<file path="config.mk">
export PLATFORM = sky130hd
export DESIGN_NAME = mpw_core
export DESIGN_NICKNAME = d
export VERILOG_FILES = /design/src/pkg/mpw_pkg.sv /design/src/hdl/mpw_core.sv
export SDC_FILE = /design/constraint.sdc
export NUM_CORES = 1
export LEC_CHECK = 0
export BUFFER_PORTS_ARGS = -buffer_cell sky130_fd_sc_hd__buf_2
export CAP_MARGIN = 20
export CORE_UTILIZATION = 60
export DETAILED_ROUTE_END_ITERATION = 8
export PLACE_DENSITY = 0.79
export SYNTH_ARGS = -nofsm -noshare
export SYNTH_HDL_FRONTEND = slang
export SYNTH_SLANG_ARGS = --single-unit
</file>
<file path="constraint.sdc">
create_clock -name clk -period 4.05 [get_ports clk]
set_clock_uncertainty 0.15 [all_clocks]
set_input_delay 0.2025 -clock clk [delete_from_list [all_inputs] [get_ports clk]]
set_output_delay 0.2025 -clock clk [all_outputs]
set_load 0.03 [all_outputs]
</file>
<file path="src/pkg/mpw_pkg.sv">
// Register map, field layout and constants of the motor PWM block
package mpw_pkg;
   localparam int unsigned AW = 8;
   // Register byte offsets
   localparam logic [7:0] OFS_CTRL1   = 8'h00;
   localparam logic [7:0] OFS_CTRL2   = 8'h04;
   localparam logic [7:0] OFS_MODULUS = 8'h08;
   localparam logic [7:0] OFS_DEAD    = 8'h0C;
   localparam logic [7:0] OFS_OUTCTL  = 8'h10;
   localparam logic [7:0] OFS_STATUS  = 8'h14;
   localparam logic [7:0] OFS_DUTY0   = 8'h20;
   // CTRL1 fields
   localparam int unsigned C1_ENABLE  = 0;
   localparam int unsigned C1_PERMIT  = 1;
   localparam int unsigned C1_IRQEN   = 2;
   localparam int unsigned C1_FLAG    = 3;
   localparam int unsigned C1_INDEPENDENT_MODE_OPT   = 4;
   localparam int unsigned C1_SWOUT   = 5;
   localparam int unsigned C1_SENSE   = 8;
   // CTRL2 fields
   localparam int unsigned C2_DIV     = 0;
   localparam int unsigned C2_RATE    = 2;
   // Reset values, duty clamp limits and bus response codes
   localparam logic [11:0] MODULUS_RST = 12'h0_FFF;
   localparam logic [7:0]  DEAD_RST    = 8'hFF;
   localparam logic [11:0] DUTY_MAX    = 12'hF_FF;
   localparam logic [15:0] OVF_LO      = 16'h1000;
   localparam logic [1:0]  RESP_OKAY   = 2'b00;
   localparam logic [1:0]  RESP_SLVERR = 2'b10;
   typedef enum logic [2:0]
   {
      DT_IDLE  = 3'b001,
      DT_WAIT  = 3'b010,
      DT_RUN   = 3'b100
   } mpw_dt_t;
endpackage

</file>
<file path="src/hdl/mpw_core.sv">
// Six-channel motor PWM with buffered reload, duty clamp and dead time
//
// Design decisions made here: the register addresses and register access over AXI4-Lite.
`timescale 1ns/1ps
// Overview of operation
// RL1: Reload every 1, 2, 4 or 8 PWM cycles by rate field.
// RL2: New reload rate takes effect after the running reload cycle ends.
// RL3: Reading the rate field returns the last written buffered value.
// RL4: Interrupt request raised when reload flag sets and enable is on.
// RL5: Interrupt enable clear suppresses requests; reloads continue.
// RL6: No modulus, divider or duty transfer without load permit set.
// RL7: With permit, copy buffers to active set at reload; clear permit.
// RL8: Enabling module loads if permitted and flags reload anyway.
// RL9: Software should clear interrupt enable before enabling module.
// RL10: Duty registers accept 16-bit signed values; counter is 12 bits.
// RL11: Duty 0x1000..0x7FFF clamps to FFF; 0x8000 upward clamps to 000.
// RL12: Duty at or below zero keeps output inactive all period.
// RL13: Duty at or above modulus keeps output active all period.
// RL14: Option selects six independent channels or three pairs.
// RL15: Pairs use one duty register each; independent uses own register.
// RL16: Dead time is 8-bit CPU clock count, independent of divider.
// RL17: Dead time register accepts one write only.
// RL18: Top generator output feeds dead time; bottom derived from top.
// RL19: Each dead time input transition forces both outputs inactive.
// RL20: Software output control: even bits feed dead time, odd set bottom.
// RL21: Sense select picks which pair duty drives top next PWM cycle.
// RL22: Reload flag sets at every reload boundary, load or not.
// RL23: Divider 1,2,4,8 buffered, applied only on permitted reload.
// RL24: Interrupt stays high while flag and enable set until cleared.
module mpw_core
(
   input  wire logic        clk,
   input  wire logic        rst_n,
   input  wire logic [7:0]  s_axi_awaddr,
   input  wire logic        s_axi_awvalid,
   output logic             s_axi_awready,
   input  wire logic [31:0] s_axi_wdata,
   input  wire logic [3:0]  s_axi_wstrb,
   input  wire logic        s_axi_wvalid,
   output logic             s_axi_wready,
   output logic [1:0]       s_axi_bresp,
   output logic             s_axi_bvalid,
   input  wire logic        s_axi_bready,
   input  wire logic [7:0]  s_axi_araddr,
   input  wire logic        s_axi_arvalid,
   output logic             s_axi_arready,
   output logic [31:0]      s_axi_rdata,
   output logic [1:0]       s_axi_rresp,
   output logic             s_axi_rvalid,
   input  wire logic        s_axi_rready,
   output logic [5:0]       pwmOut,
   output logic             reloadIrq
);
   // Control and buffered state
   logic        moduleEnable;
   logic        loadPermit;
   logic        reloadIrqEnable;
   logic        reloadFlag;
   logic        independentModeOpt;
   logic        swOutEnable;
   logic [2:0]  senseSel;
   logic [1:0]  clockDivideSel;
   logic [1:0]  reloadRateSel;
   logic [5:0]  swOutputBits;
   logic [11:0] modulusBuf;
   logic [7:0]  deadCount;
   logic        deadWritten;
   logic [15:0] dutyValue [6];
   // Active set
   logic [11:0] actModulus;
   logic [1:0]  actDivide;
   logic [1:0]  actRate;
   logic [11:0] actDuty [6];
   logic [2:0]  actSense;
   // Timebase
   logic [2:0]  preCnt;
   logic [11:0] pwmCnt;
   logic [2:0]  cycCnt;
   logic        enableDly;
   logic        pwmTick;
   logic        cycleEnd;
   logic        reloadNow;
   logic        enableRise;
   // Bus
   logic        awHeld;
   logic        wHeld;
   logic [7:0]  awAddr;
   logic [31:0] wData;
   logic [3:0]  wStrb;
   logic        doWrite;
   logic        flagClear;
   logic [31:0] readMux;
   logic        readOk;

   // Write path: address and data taken in either order, response after both
   always_ff @(posedge clk)
   begin
      if (!rst_n)
      begin
         awHeld <= 1'b0;
         wHeld  <= 1'b0;
         awAddr <= 8'h00;
         wData  <= 32'h0000_0000;
         wStrb  <= 4'h0;
         s_axi_bvalid <= 1'b0;
         s_axi_bresp  <= mpw_pkg::RESP_OKAY;
      end
      else
      begin
         if (s_axi_awvalid && s_axi_awready)
         begin
            awHeld <= 1'b1;
            awAddr <= s_axi_awaddr;
         end
         if (s_axi_wvalid && s_axi_wready)
         begin
            wHeld <= 1'b1;
            wData <= s_axi_wdata;
            wStrb <= s_axi_wstrb;
         end
         if (doWrite)
         begin
            awHeld <= 1'b0;
            wHeld  <= 1'b0;
            s_axi_bvalid <= 1'b1;
            s_axi_bresp  <= (awAddr[1:0] != 2'b00 || awAddr > mpw_pkg::OFS_DUTY0 + 8'h14 ||
                             (awAddr > mpw_pkg::OFS_STATUS && awAddr < mpw_pkg::OFS_DUTY0))
                            ? mpw_pkg::RESP_SLVERR : mpw_pkg::RESP_OKAY;
         end
         else if (s_axi_bvalid && s_axi_bready)
            s_axi_bvalid <= 1'b0;
      end
   end

   // Ready only while nothing of its kind is pending
   always_ff @(posedge clk)
   begin
      if (!rst_n)
      begin
         s_axi_awready <= 1'b0;
         s_axi_wready  <= 1'b0;
      end
      else
      begin
         s_axi_awready <= !awHeld && !(s_axi_awvalid && s_axi_awready) && !s_axi_bvalid;
         s_axi_wready  <= !wHeld && !(s_axi_wvalid && s_axi_wready) && !s_axi_bvalid;
      end
   end

   assign doWrite   = awHeld && wHeld && !s_axi_bvalid;
   assign flagClear = doWrite && awAddr == mpw_pkg::OFS_CTRL1 && wStrb[0]
                      && !wData[mpw_pkg::C1_FLAG];

   // Software-written control bits
   always_ff @(posedge clk)
   begin
      if (!rst_n)
      begin
         moduleEnable       <= 1'b0;
         reloadIrqEnable    <= 1'b0;
         independentModeOpt <= 1'b0;
         swOutEnable        <= 1'b0;
         senseSel           <= 3'h0;
         clockDivideSel     <= 2'h0;
         reloadRateSel      <= 2'h0;
         swOutputBits       <= 6'h00;
         modulusBuf         <= mpw_pkg::MODULUS_RST;
         deadCount          <= mpw_pkg::DEAD_RST;
         deadWritten        <= 1'b0;
      end
      else if (doWrite)
      begin
         case (awAddr)
            mpw_pkg::OFS_CTRL1:
            begin
               if (wStrb[0])
               begin
                  moduleEnable       <= wData[mpw_pkg::C1_ENABLE];
                  reloadIrqEnable    <= wData[mpw_pkg::C1_IRQEN];
                  independentModeOpt <= wData[mpw_pkg::C1_INDEPENDENT_MODE_OPT]; // RL14
                  swOutEnable        <= wData[mpw_pkg::C1_SWOUT];
               end
               if (wStrb[1])
                  senseSel <= wData[mpw_pkg::C1_SENSE +: 3];
            end
            mpw_pkg::OFS_CTRL2:
               if (wStrb[0])
               begin
                  clockDivideSel <= wData[mpw_pkg::C2_DIV +: 2];
                  reloadRateSel  <= wData[mpw_pkg::C2_RATE +: 2]; // RL2
               end
            mpw_pkg::OFS_MODULUS:
            begin
               if (wStrb[0])
                  modulusBuf[7:0] <= wData[7:0];
               if (wStrb[1])
                  modulusBuf[11:8] <= wData[11:8];
            end
            mpw_pkg::OFS_DEAD:
               if (wStrb[0] && !deadWritten)
               begin
                  deadCount   <= wData[7:0]; // RL17
                  deadWritten <= 1'b1;
               end
            mpw_pkg::OFS_OUTCTL:
               if (wStrb[0])
                  swOutputBits <= wData[5:0];
            default:
               moduleEnable <= moduleEnable;
         endcase
      end
   end

   // Duty registers, full 16-bit signed value stored
   for (genvar i = 0; i < 6; i++)
   begin : g_duty
      always_ff @(posedge clk)
      begin
         if (!rst_n)
            dutyValue[i] <= 16'h0000;
         else if (doWrite && awAddr == mpw_pkg::OFS_DUTY0 + 8'(4 * i))
         begin
            if (wStrb[0])
               dutyValue[i][7:0] <= wData[7:0]; // RL10
            if (wStrb[1])
               dutyValue[i][15:8] <= wData[15:8];
         end
      end
   end

   // Timebase: divided tick, edge-aligned up counter 1..modulus
   assign pwmTick    = (preCnt == 3'((4'd1 << actDivide) - 4'd1));
   assign cycleEnd   = moduleEnable && pwmTick && pwmCnt >= actModulus;
   assign enableRise = moduleEnable && !enableDly;
   assign reloadNow  = (cycleEnd && cycCnt == 3'((4'd1 << actRate) - 4'd1)) // RL1
                       || enableRise; // RL8

   always_ff @(posedge clk)
   begin
      if (!rst_n)
      begin
         preCnt    <= 3'h0;
         pwmCnt    <= 12'h001;
         cycCnt    <= 3'h0;
         enableDly <= 1'b0;
      end
      else
      begin
         enableDly <= moduleEnable;
         if (!moduleEnable || enableRise)
         begin
            preCnt <= 3'h0;
            pwmCnt <= 12'h001;
            cycCnt <= 3'h0;
         end
         else
         begin
            preCnt <= pwmTick ? 3'h0 : preCnt + 3'h1; // RL23
            if (pwmTick)
               pwmCnt <= cycleEnd ? 12'h001 : pwmCnt + 12'h001;
            if (reloadNow)
               cycCnt <= 3'h0;
            else if (cycleEnd)
               cycCnt <= cycCnt + 3'h1;
         end
      end
   end

   // Reload: rate always follows, parameters only with permit
   always_ff @(posedge clk)
   begin
      if (!rst_n)
      begin
         actModulus <= mpw_pkg::MODULUS_RST;
         actDivide  <= 2'h0;
         actRate    <= 2'h0;
         actSense   <= 3'h0;
         loadPermit <= 1'b0;
      end
      else
      begin
         if (cycleEnd || enableRise)
            actSense <= enableRise ? 3'h0 : senseSel; // RL21
         if (reloadNow)
            actRate <= reloadRateSel; // RL2
         if (reloadNow && loadPermit)
         begin
            actModulus <= modulusBuf; // RL7
            actDivide  <= clockDivideSel; // RL23
            loadPermit <= 1'b0; // RL7
         end
         else if (doWrite && awAddr == mpw_pkg::OFS_CTRL1 && wStrb[0]
                  && wData[mpw_pkg::C1_PERMIT])
            loadPermit <= 1'b1;
      end
   end

   // Active duty, clamped on transfer
   for (genvar i = 0; i < 6; i++)
   begin : g_act
      always_ff @(posedge clk)
      begin
         if (!rst_n)
            actDuty[i] <= 12'h000;
         else if (reloadNow && loadPermit) // RL6
         begin
            if (dutyValue[i][15])
               actDuty[i] <= 12'h000; // RL11
            else if (dutyValue[i] >= mpw_pkg::OVF_LO)
               actDuty[i] <= mpw_pkg::DUTY_MAX; // RL11
            else
               actDuty[i] <= dutyValue[i][11:0];
         end
      end
   end

   // Reload flag: set wins over clear
   always_ff @(posedge clk)
   begin
      if (!rst_n)
         reloadFlag <= 1'b0;
      else if (reloadNow)
         reloadFlag <= 1'b1; // RL22
      else if (flagClear)
         reloadFlag <= 1'b0;
   end

   always_ff @(posedge clk)
   begin
      if (!rst_n)
         reloadIrq <= 1'b0;
      else
         reloadIrq <= reloadIrqEnable && (reloadFlag || reloadNow) // RL4 RL5
                      && !(flagClear && !reloadNow); // RL24
   end

   // Generators, dead time and outputs per pair
   logic [5:0] genOut;
   for (genvar i = 0; i < 6; i++)
   begin : g_gen
      // Count runs 1..modulus; duty 0 never active, duty >= modulus always active
      assign genOut[i] = moduleEnable && actDuty[i] != 12'h000 // RL12
                         && (pwmCnt <= actDuty[i] || actDuty[i] >= actModulus); // RL13
   end

   for (genvar p = 0; p < 3; p++)
   begin : g_pair
      logic       topSrc;
      logic       botWant;
      logic       prevSrc;
      logic [7:0] dtCnt;
      logic       topQ;
      logic       botQ;
      // Top source: sense picks odd or even duty for the pair
      assign topSrc  = swOutEnable ? swOutputBits[2 * p] // RL20
                       : genOut[2 * p + 32'(actSense[p])]; // RL15 RL21
      assign botWant = swOutEnable ? swOutputBits[2 * p + 1] : !topSrc; // RL18 RL20
      always_ff @(posedge clk)
      begin
         if (!rst_n)
         begin
            prevSrc <= 1'b0;
            dtCnt   <= 8'h00;
         end
         else
         begin
            prevSrc <= topSrc;
            if (topSrc != prevSrc)
               dtCnt <= deadCount; // RL16 RL19
            else if (dtCnt != 8'h00)
               dtCnt <= dtCnt - 8'h01;
         end
      end
      always_ff @(posedge clk)
      begin
         if (!rst_n)
         begin
            topQ <= 1'b0;
            botQ <= 1'b0;
         end
         else if (!moduleEnable)
         begin
            topQ <= 1'b0;
            botQ <= 1'b0;
         end
         else if (independentModeOpt)
         begin
            topQ <= genOut[2 * p]; // RL15
            botQ <= genOut[2 * p + 1];
         end
         else if (topSrc != prevSrc || dtCnt > 8'h01)
         begin
            topQ <= 1'b0; // RL19
            botQ <= 1'b0;
         end
         else
         begin
            topQ <= topSrc;
            botQ <= botWant && !topSrc;
         end
      end
      assign pwmOut[2 * p]     = topQ;
      assign pwmOut[2 * p + 1] = botQ;
   end

   // Read path
   always_comb
   begin
      readMux = 32'h0000_0000;
      readOk  = s_axi_araddr[1:0] == 2'b00;
      case (s_axi_araddr)
         mpw_pkg::OFS_CTRL1:
         begin
            readMux[mpw_pkg::C1_ENABLE] = moduleEnable;
            readMux[mpw_pkg::C1_PERMIT] = loadPermit;
            readMux[mpw_pkg::C1_IRQEN]  = reloadIrqEnable;
            readMux[mpw_pkg::C1_FLAG]   = reloadFlag;
            readMux[mpw_pkg::C1_INDEPENDENT_MODE_OPT]  = independentModeOpt;
            readMux[mpw_pkg::C1_SWOUT]  = swOutEnable;
            readMux[mpw_pkg::C1_SENSE +: 3] = senseSel;
         end
         mpw_pkg::OFS_CTRL2:
         begin
            readMux[mpw_pkg::C2_DIV +: 2]  = clockDivideSel;
            readMux[mpw_pkg::C2_RATE +: 2] = reloadRateSel; // RL3
         end
         mpw_pkg::OFS_MODULUS: readMux[11:0] = modulusBuf;
         mpw_pkg::OFS_DEAD:    readMux[7:0]  = deadCount;
         mpw_pkg::OFS_OUTCTL:  readMux[5:0]  = swOutputBits;
         mpw_pkg::OFS_STATUS:  readMux[11:0] = pwmCnt;
         default:
         begin
            readOk = 1'b0;
            for (int k = 0; k < 6; k++)
               if (s_axi_araddr == mpw_pkg::OFS_DUTY0 + 8'(4 * k))
               begin
                  readMux[15:0] = dutyValue[k];
                  readOk        = 1'b1;
               end
         end
      endcase
   end

   always_ff @(posedge clk)
   begin
      if (!rst_n)
      begin
         s_axi_arready <= 1'b0;
         s_axi_rvalid  <= 1'b0;
         s_axi_rdata   <= 32'h0000_0000;
         s_axi_rresp   <= mpw_pkg::RESP_OKAY;
      end
      else
      begin
         s_axi_arready <= !s_axi_rvalid && !(s_axi_arvalid && s_axi_arready);
         if (s_axi_arvalid && s_axi_arready)
         begin
            s_axi_rvalid <= 1'b1;
            s_axi_rdata  <= readMux;
            s_axi_rresp  <= readOk ? mpw_pkg::RESP_OKAY : mpw_pkg::RESP_SLVERR;
         end
         else if (s_axi_rvalid && s_axi_rready)
            s_axi_rvalid <= 1'b0;
      end
   end
endmodule

</file>
==> impl_metrics.json <==
{
  "status": "finished clean",
  "cts_tree": "done",
  "n_fill_cell": 2206,
  "wl_per_cell_um": 24.09,
  "crit_arrival_ns": 3.86,
  "synth.most_common_cell": "edfxtp_1",
  "clkSinkCount": 331,
  "clk_latency_ns": 0.53,
  "cts_setup_buffers": 0,
  "via_per_inst": 6.528,
  "r2r_start": "pwmCnt[7]",
  "htreeDepth": 2,
  "yosys-top-cells-count": "edfxtp_1, nand2_1, ha_1",
  "drive_above_1_share_pct": 10.53,
  "hold_viol_final": 0,
  "synth_area_leaders": "edfxtp_1, dfxtp_1, ha_1",
  "power_uw": 8351,
  "synth_top_area_share_pct": 27.12,
  "yosys_warnings": 0,
  "initial_core_util_pct": 60.97,
  "fin_nets": 2201,
  "grt_pass1_vias": 14700,
  "internal-power_uw": 6095,
  "p_leak_uw": 0.008633,
  "switching_power_uw": 2256,
  "ys.flop_type": "edfxtp_1",
  "drt-initial-drc-count": 1796,
  "die_h_um": 178.1,
  "hold_path_class": "primary input to flip-flop",
  "fin_crit_sh_pct": 89.52,
  "start_kind": "flip-flop",
  "clock-root-buffer": "clkbuf_16",
  "synth.distinct_cells": 85,
  "seqPwrFrac_pct": 46.6,
  "vias": 15670,
  "core_um2": 30510,
  "std_cell_rows": 64,
  "grt_max_degree": 63,
  "worstPathMaxFanout": 12,
  "grtUsageMet3_pct": 7.289,
  "netlist_instances": 1882,
  "switching_share_pct": 27.02,
  "dr.pass1.iters": 9,
  "die-area_um2": 31710,
  "syn_avg_cell_area_um2": 9.885,
  "wl_um": 57820,
  "regArea_um2": 8308,
  "relSlewSlack_pct": 22.74,
  "max-cap-violations": 0,
  "gp_congestion": 1.009,
  "synth-async-reset-ratio_pct": 0,
  "ios": 107,
  "clkPwrFrac_pct": 38.9,
  "areaGrowthSynthToFinish_pct": 11.64,
  "drc_errors": 0,
  "dp_hpwl_um": 41810,
  "clk_pin_slew_ns": 0.06,
  "layout_min_cycle_time_ns": 3.626,
  "multi_input_area_um2": 9455,
  "startpoint": "pwmCnt[7]",
  "grt_util_met1_pct": 46.09,
  "chipWidth_um": 178.1,
  "path_class": "flip-flop to flip-flop",
  "cts-buffers-inserted": 35,
  "holdBufCountCts": 32,
  "antenna_found_initial": 1,
  "synth_enable_flop_cells": 168,
  "ant_nets": 0,
  "tightest_slew_ns": 1.130,
  "rsz0062_at_grt": "no",
  "setup_violations": 0,
  "pwr-share-comb_pct": 14.4,
  "min_from": "s_axi_awvalid",
  "post_cts_resized": 0,
  "grtUsageMet2_pct": 58.28,
  "power_density_nw_per_um2": 402.1,
  "cp-end-kind": "flip-flop",
  "gr-usage-all-layers_pct": 36.55,
  "synth_area_leader_cell": "edfxtp_1",
  "clockBufferDepth": 3,
  "seq_area_frac_synth_pct": 44.66,
  "place.port_buffers": 70,
  "required_ns": 4.28,
  "n_antenna_cell": 0,
  "synth-seq-cells": 331,
  "grt_pass1_wl_um": 85200,
  "vdd_drop_max_uv": 363.2,
  "busiest_layer": "met2",
  "drv_slew": 0,
  "max_freq_mhz": 275.8,
  "syn_area_um2": 18600,
  "grt-ovfl-total": 0,
  "finalSetupTns_ns": 0
}
[stage by stage]
step	setup WS [ns]	utilization, %	hold WS [ns]	std cells	instance area, um2
2_1_floorplan	1.220	-	0.1885	1899	18670
3_3_place_gp	0.6139	63.25	0.2928	2304	19300
3_5_place_dp	0.5586	63.25	0.2987	2304	19300
4_1_cts	0.5384	68.07	0.002047	2400	20770
5_1_grt	0.2851	68.07	0.04413	2400	20770
6_report	0.4245	68.07	0.01459	2400	20770
[critical path: stages (launching register included)]
cell and delay [ns]:
dfxtp_1 0.87, ha_1 0.26, nand4_1 0.09, nor2_1 0.14, nand2_1 0.07, o21ai_0 0.28
o2111ai_4 0.22, a21o_1 0.43, a211oi_2 0.74, o21a_1 0.23
[kinds of logic (layout without fill, tap and decap cells)]
logic type      after synthesis  in the layout  share of synthesized area [%]
buf+inv                     207            312                          4.856
fa+ha+maj                   165            165                          11.10
xor+xnor                     23             23                          1.083
compound gates              498            498                          18.61
other cells                   1             18                        0.02016
flops                       331            331                          44.66
mux                          60             60                          3.309
simple gates                597            597                          16.36
[per-layer routing]
layer,up-vias,wire length [um]
li1,7069,-
met1,7452,22250
met2,908,25820
met3,237,5925
met4,2,3819
met5,-,14
[final cells by class]
cell class	count	area share (%)
multi-input combinational	1361	45.53
sequential	331	40.00
clock buffer	44	4.627
timing repair buffer	139	4.567
tap	396	2.386
inverter	109	1.970
clock inverter	20	0.9158
[registers in the layout, indices dropped and copies added (netlist names), 3 cells and up]
signal and flops:
g_pair.topQ 3, dutyValue 96, s_axi_rdata 16, senseSel 3, pwmCnt 12, wData 16, modulusBuf 12, awAddr 8
g_pair.dtCnt 24, preCnt 3, deadCount 8, g_pair.botQ 3, actModulus 12, cycCnt 3, swOutputBits 6, actSense 3
g_pair.prevSrc 3, actDuty 72
[cell usage in the layout (no fill, tap or decap), types with 11 or more instances in the layout]
| master | instances |
|---|---|
| edfxtp_1 | 168 |
| nand2_1 | 167 |
| ha_1 | 165 |
| dfxtp_1 | 163 |
| a21oi_1 | 147 |
| inv_1 | 108 |
| and2_1 | 108 |
| nor2_1 | 102 |
| o21ai_0 | 84 |
| o21a_1 | 81 |
| buf_2 | 70 |
| mux2i_1 | 57 |
| nand3_1 | 50 |
| buf_4 | 37 |
| clkbuf_16 | 36 |
| nor3_1 | 35 |
| nand4_1 | 32 |
| dlygate4sd3_1 | 32 |
| nor4_1 | 22 |
| nand2b_1 | 19 |
| conb_1 | 18 |
| o22a_1 | 17 |
| a211oi_1 | 17 |
| a21o_1 | 16 |
| xnor2_1 | 16 |
| or4_1 | 15 |
| a22oi_1 | 14 |
| nor2b_1 | 12 |
| o22ai_1 | 12 |
| a31oi_1 | 11 |
[worst paths after layout]
path | endpoint | slack [ns] | depth (start not counted)
worst max-delay path | actDuty[2][3] | 0.42 | 9
worst min-delay path | awAddr[4] | 0.01 | 4
worst max register to register | actDuty[2][3] | 0.42 | 9
worst min register to register | s_axi_awready | 0.31 | 1
[power groups by stage]
stage               Clock [uW]  Combinational [uW]  Sequential, uW
finish                    3250                1210            3900
global route              3370                1330            3910
CTS                       3240                1180            3880
detailed placement           0                1150            3950
global placement             0                1110            3950
floorplan                    0                 910            3900
(Power assumes the default switching activity.)
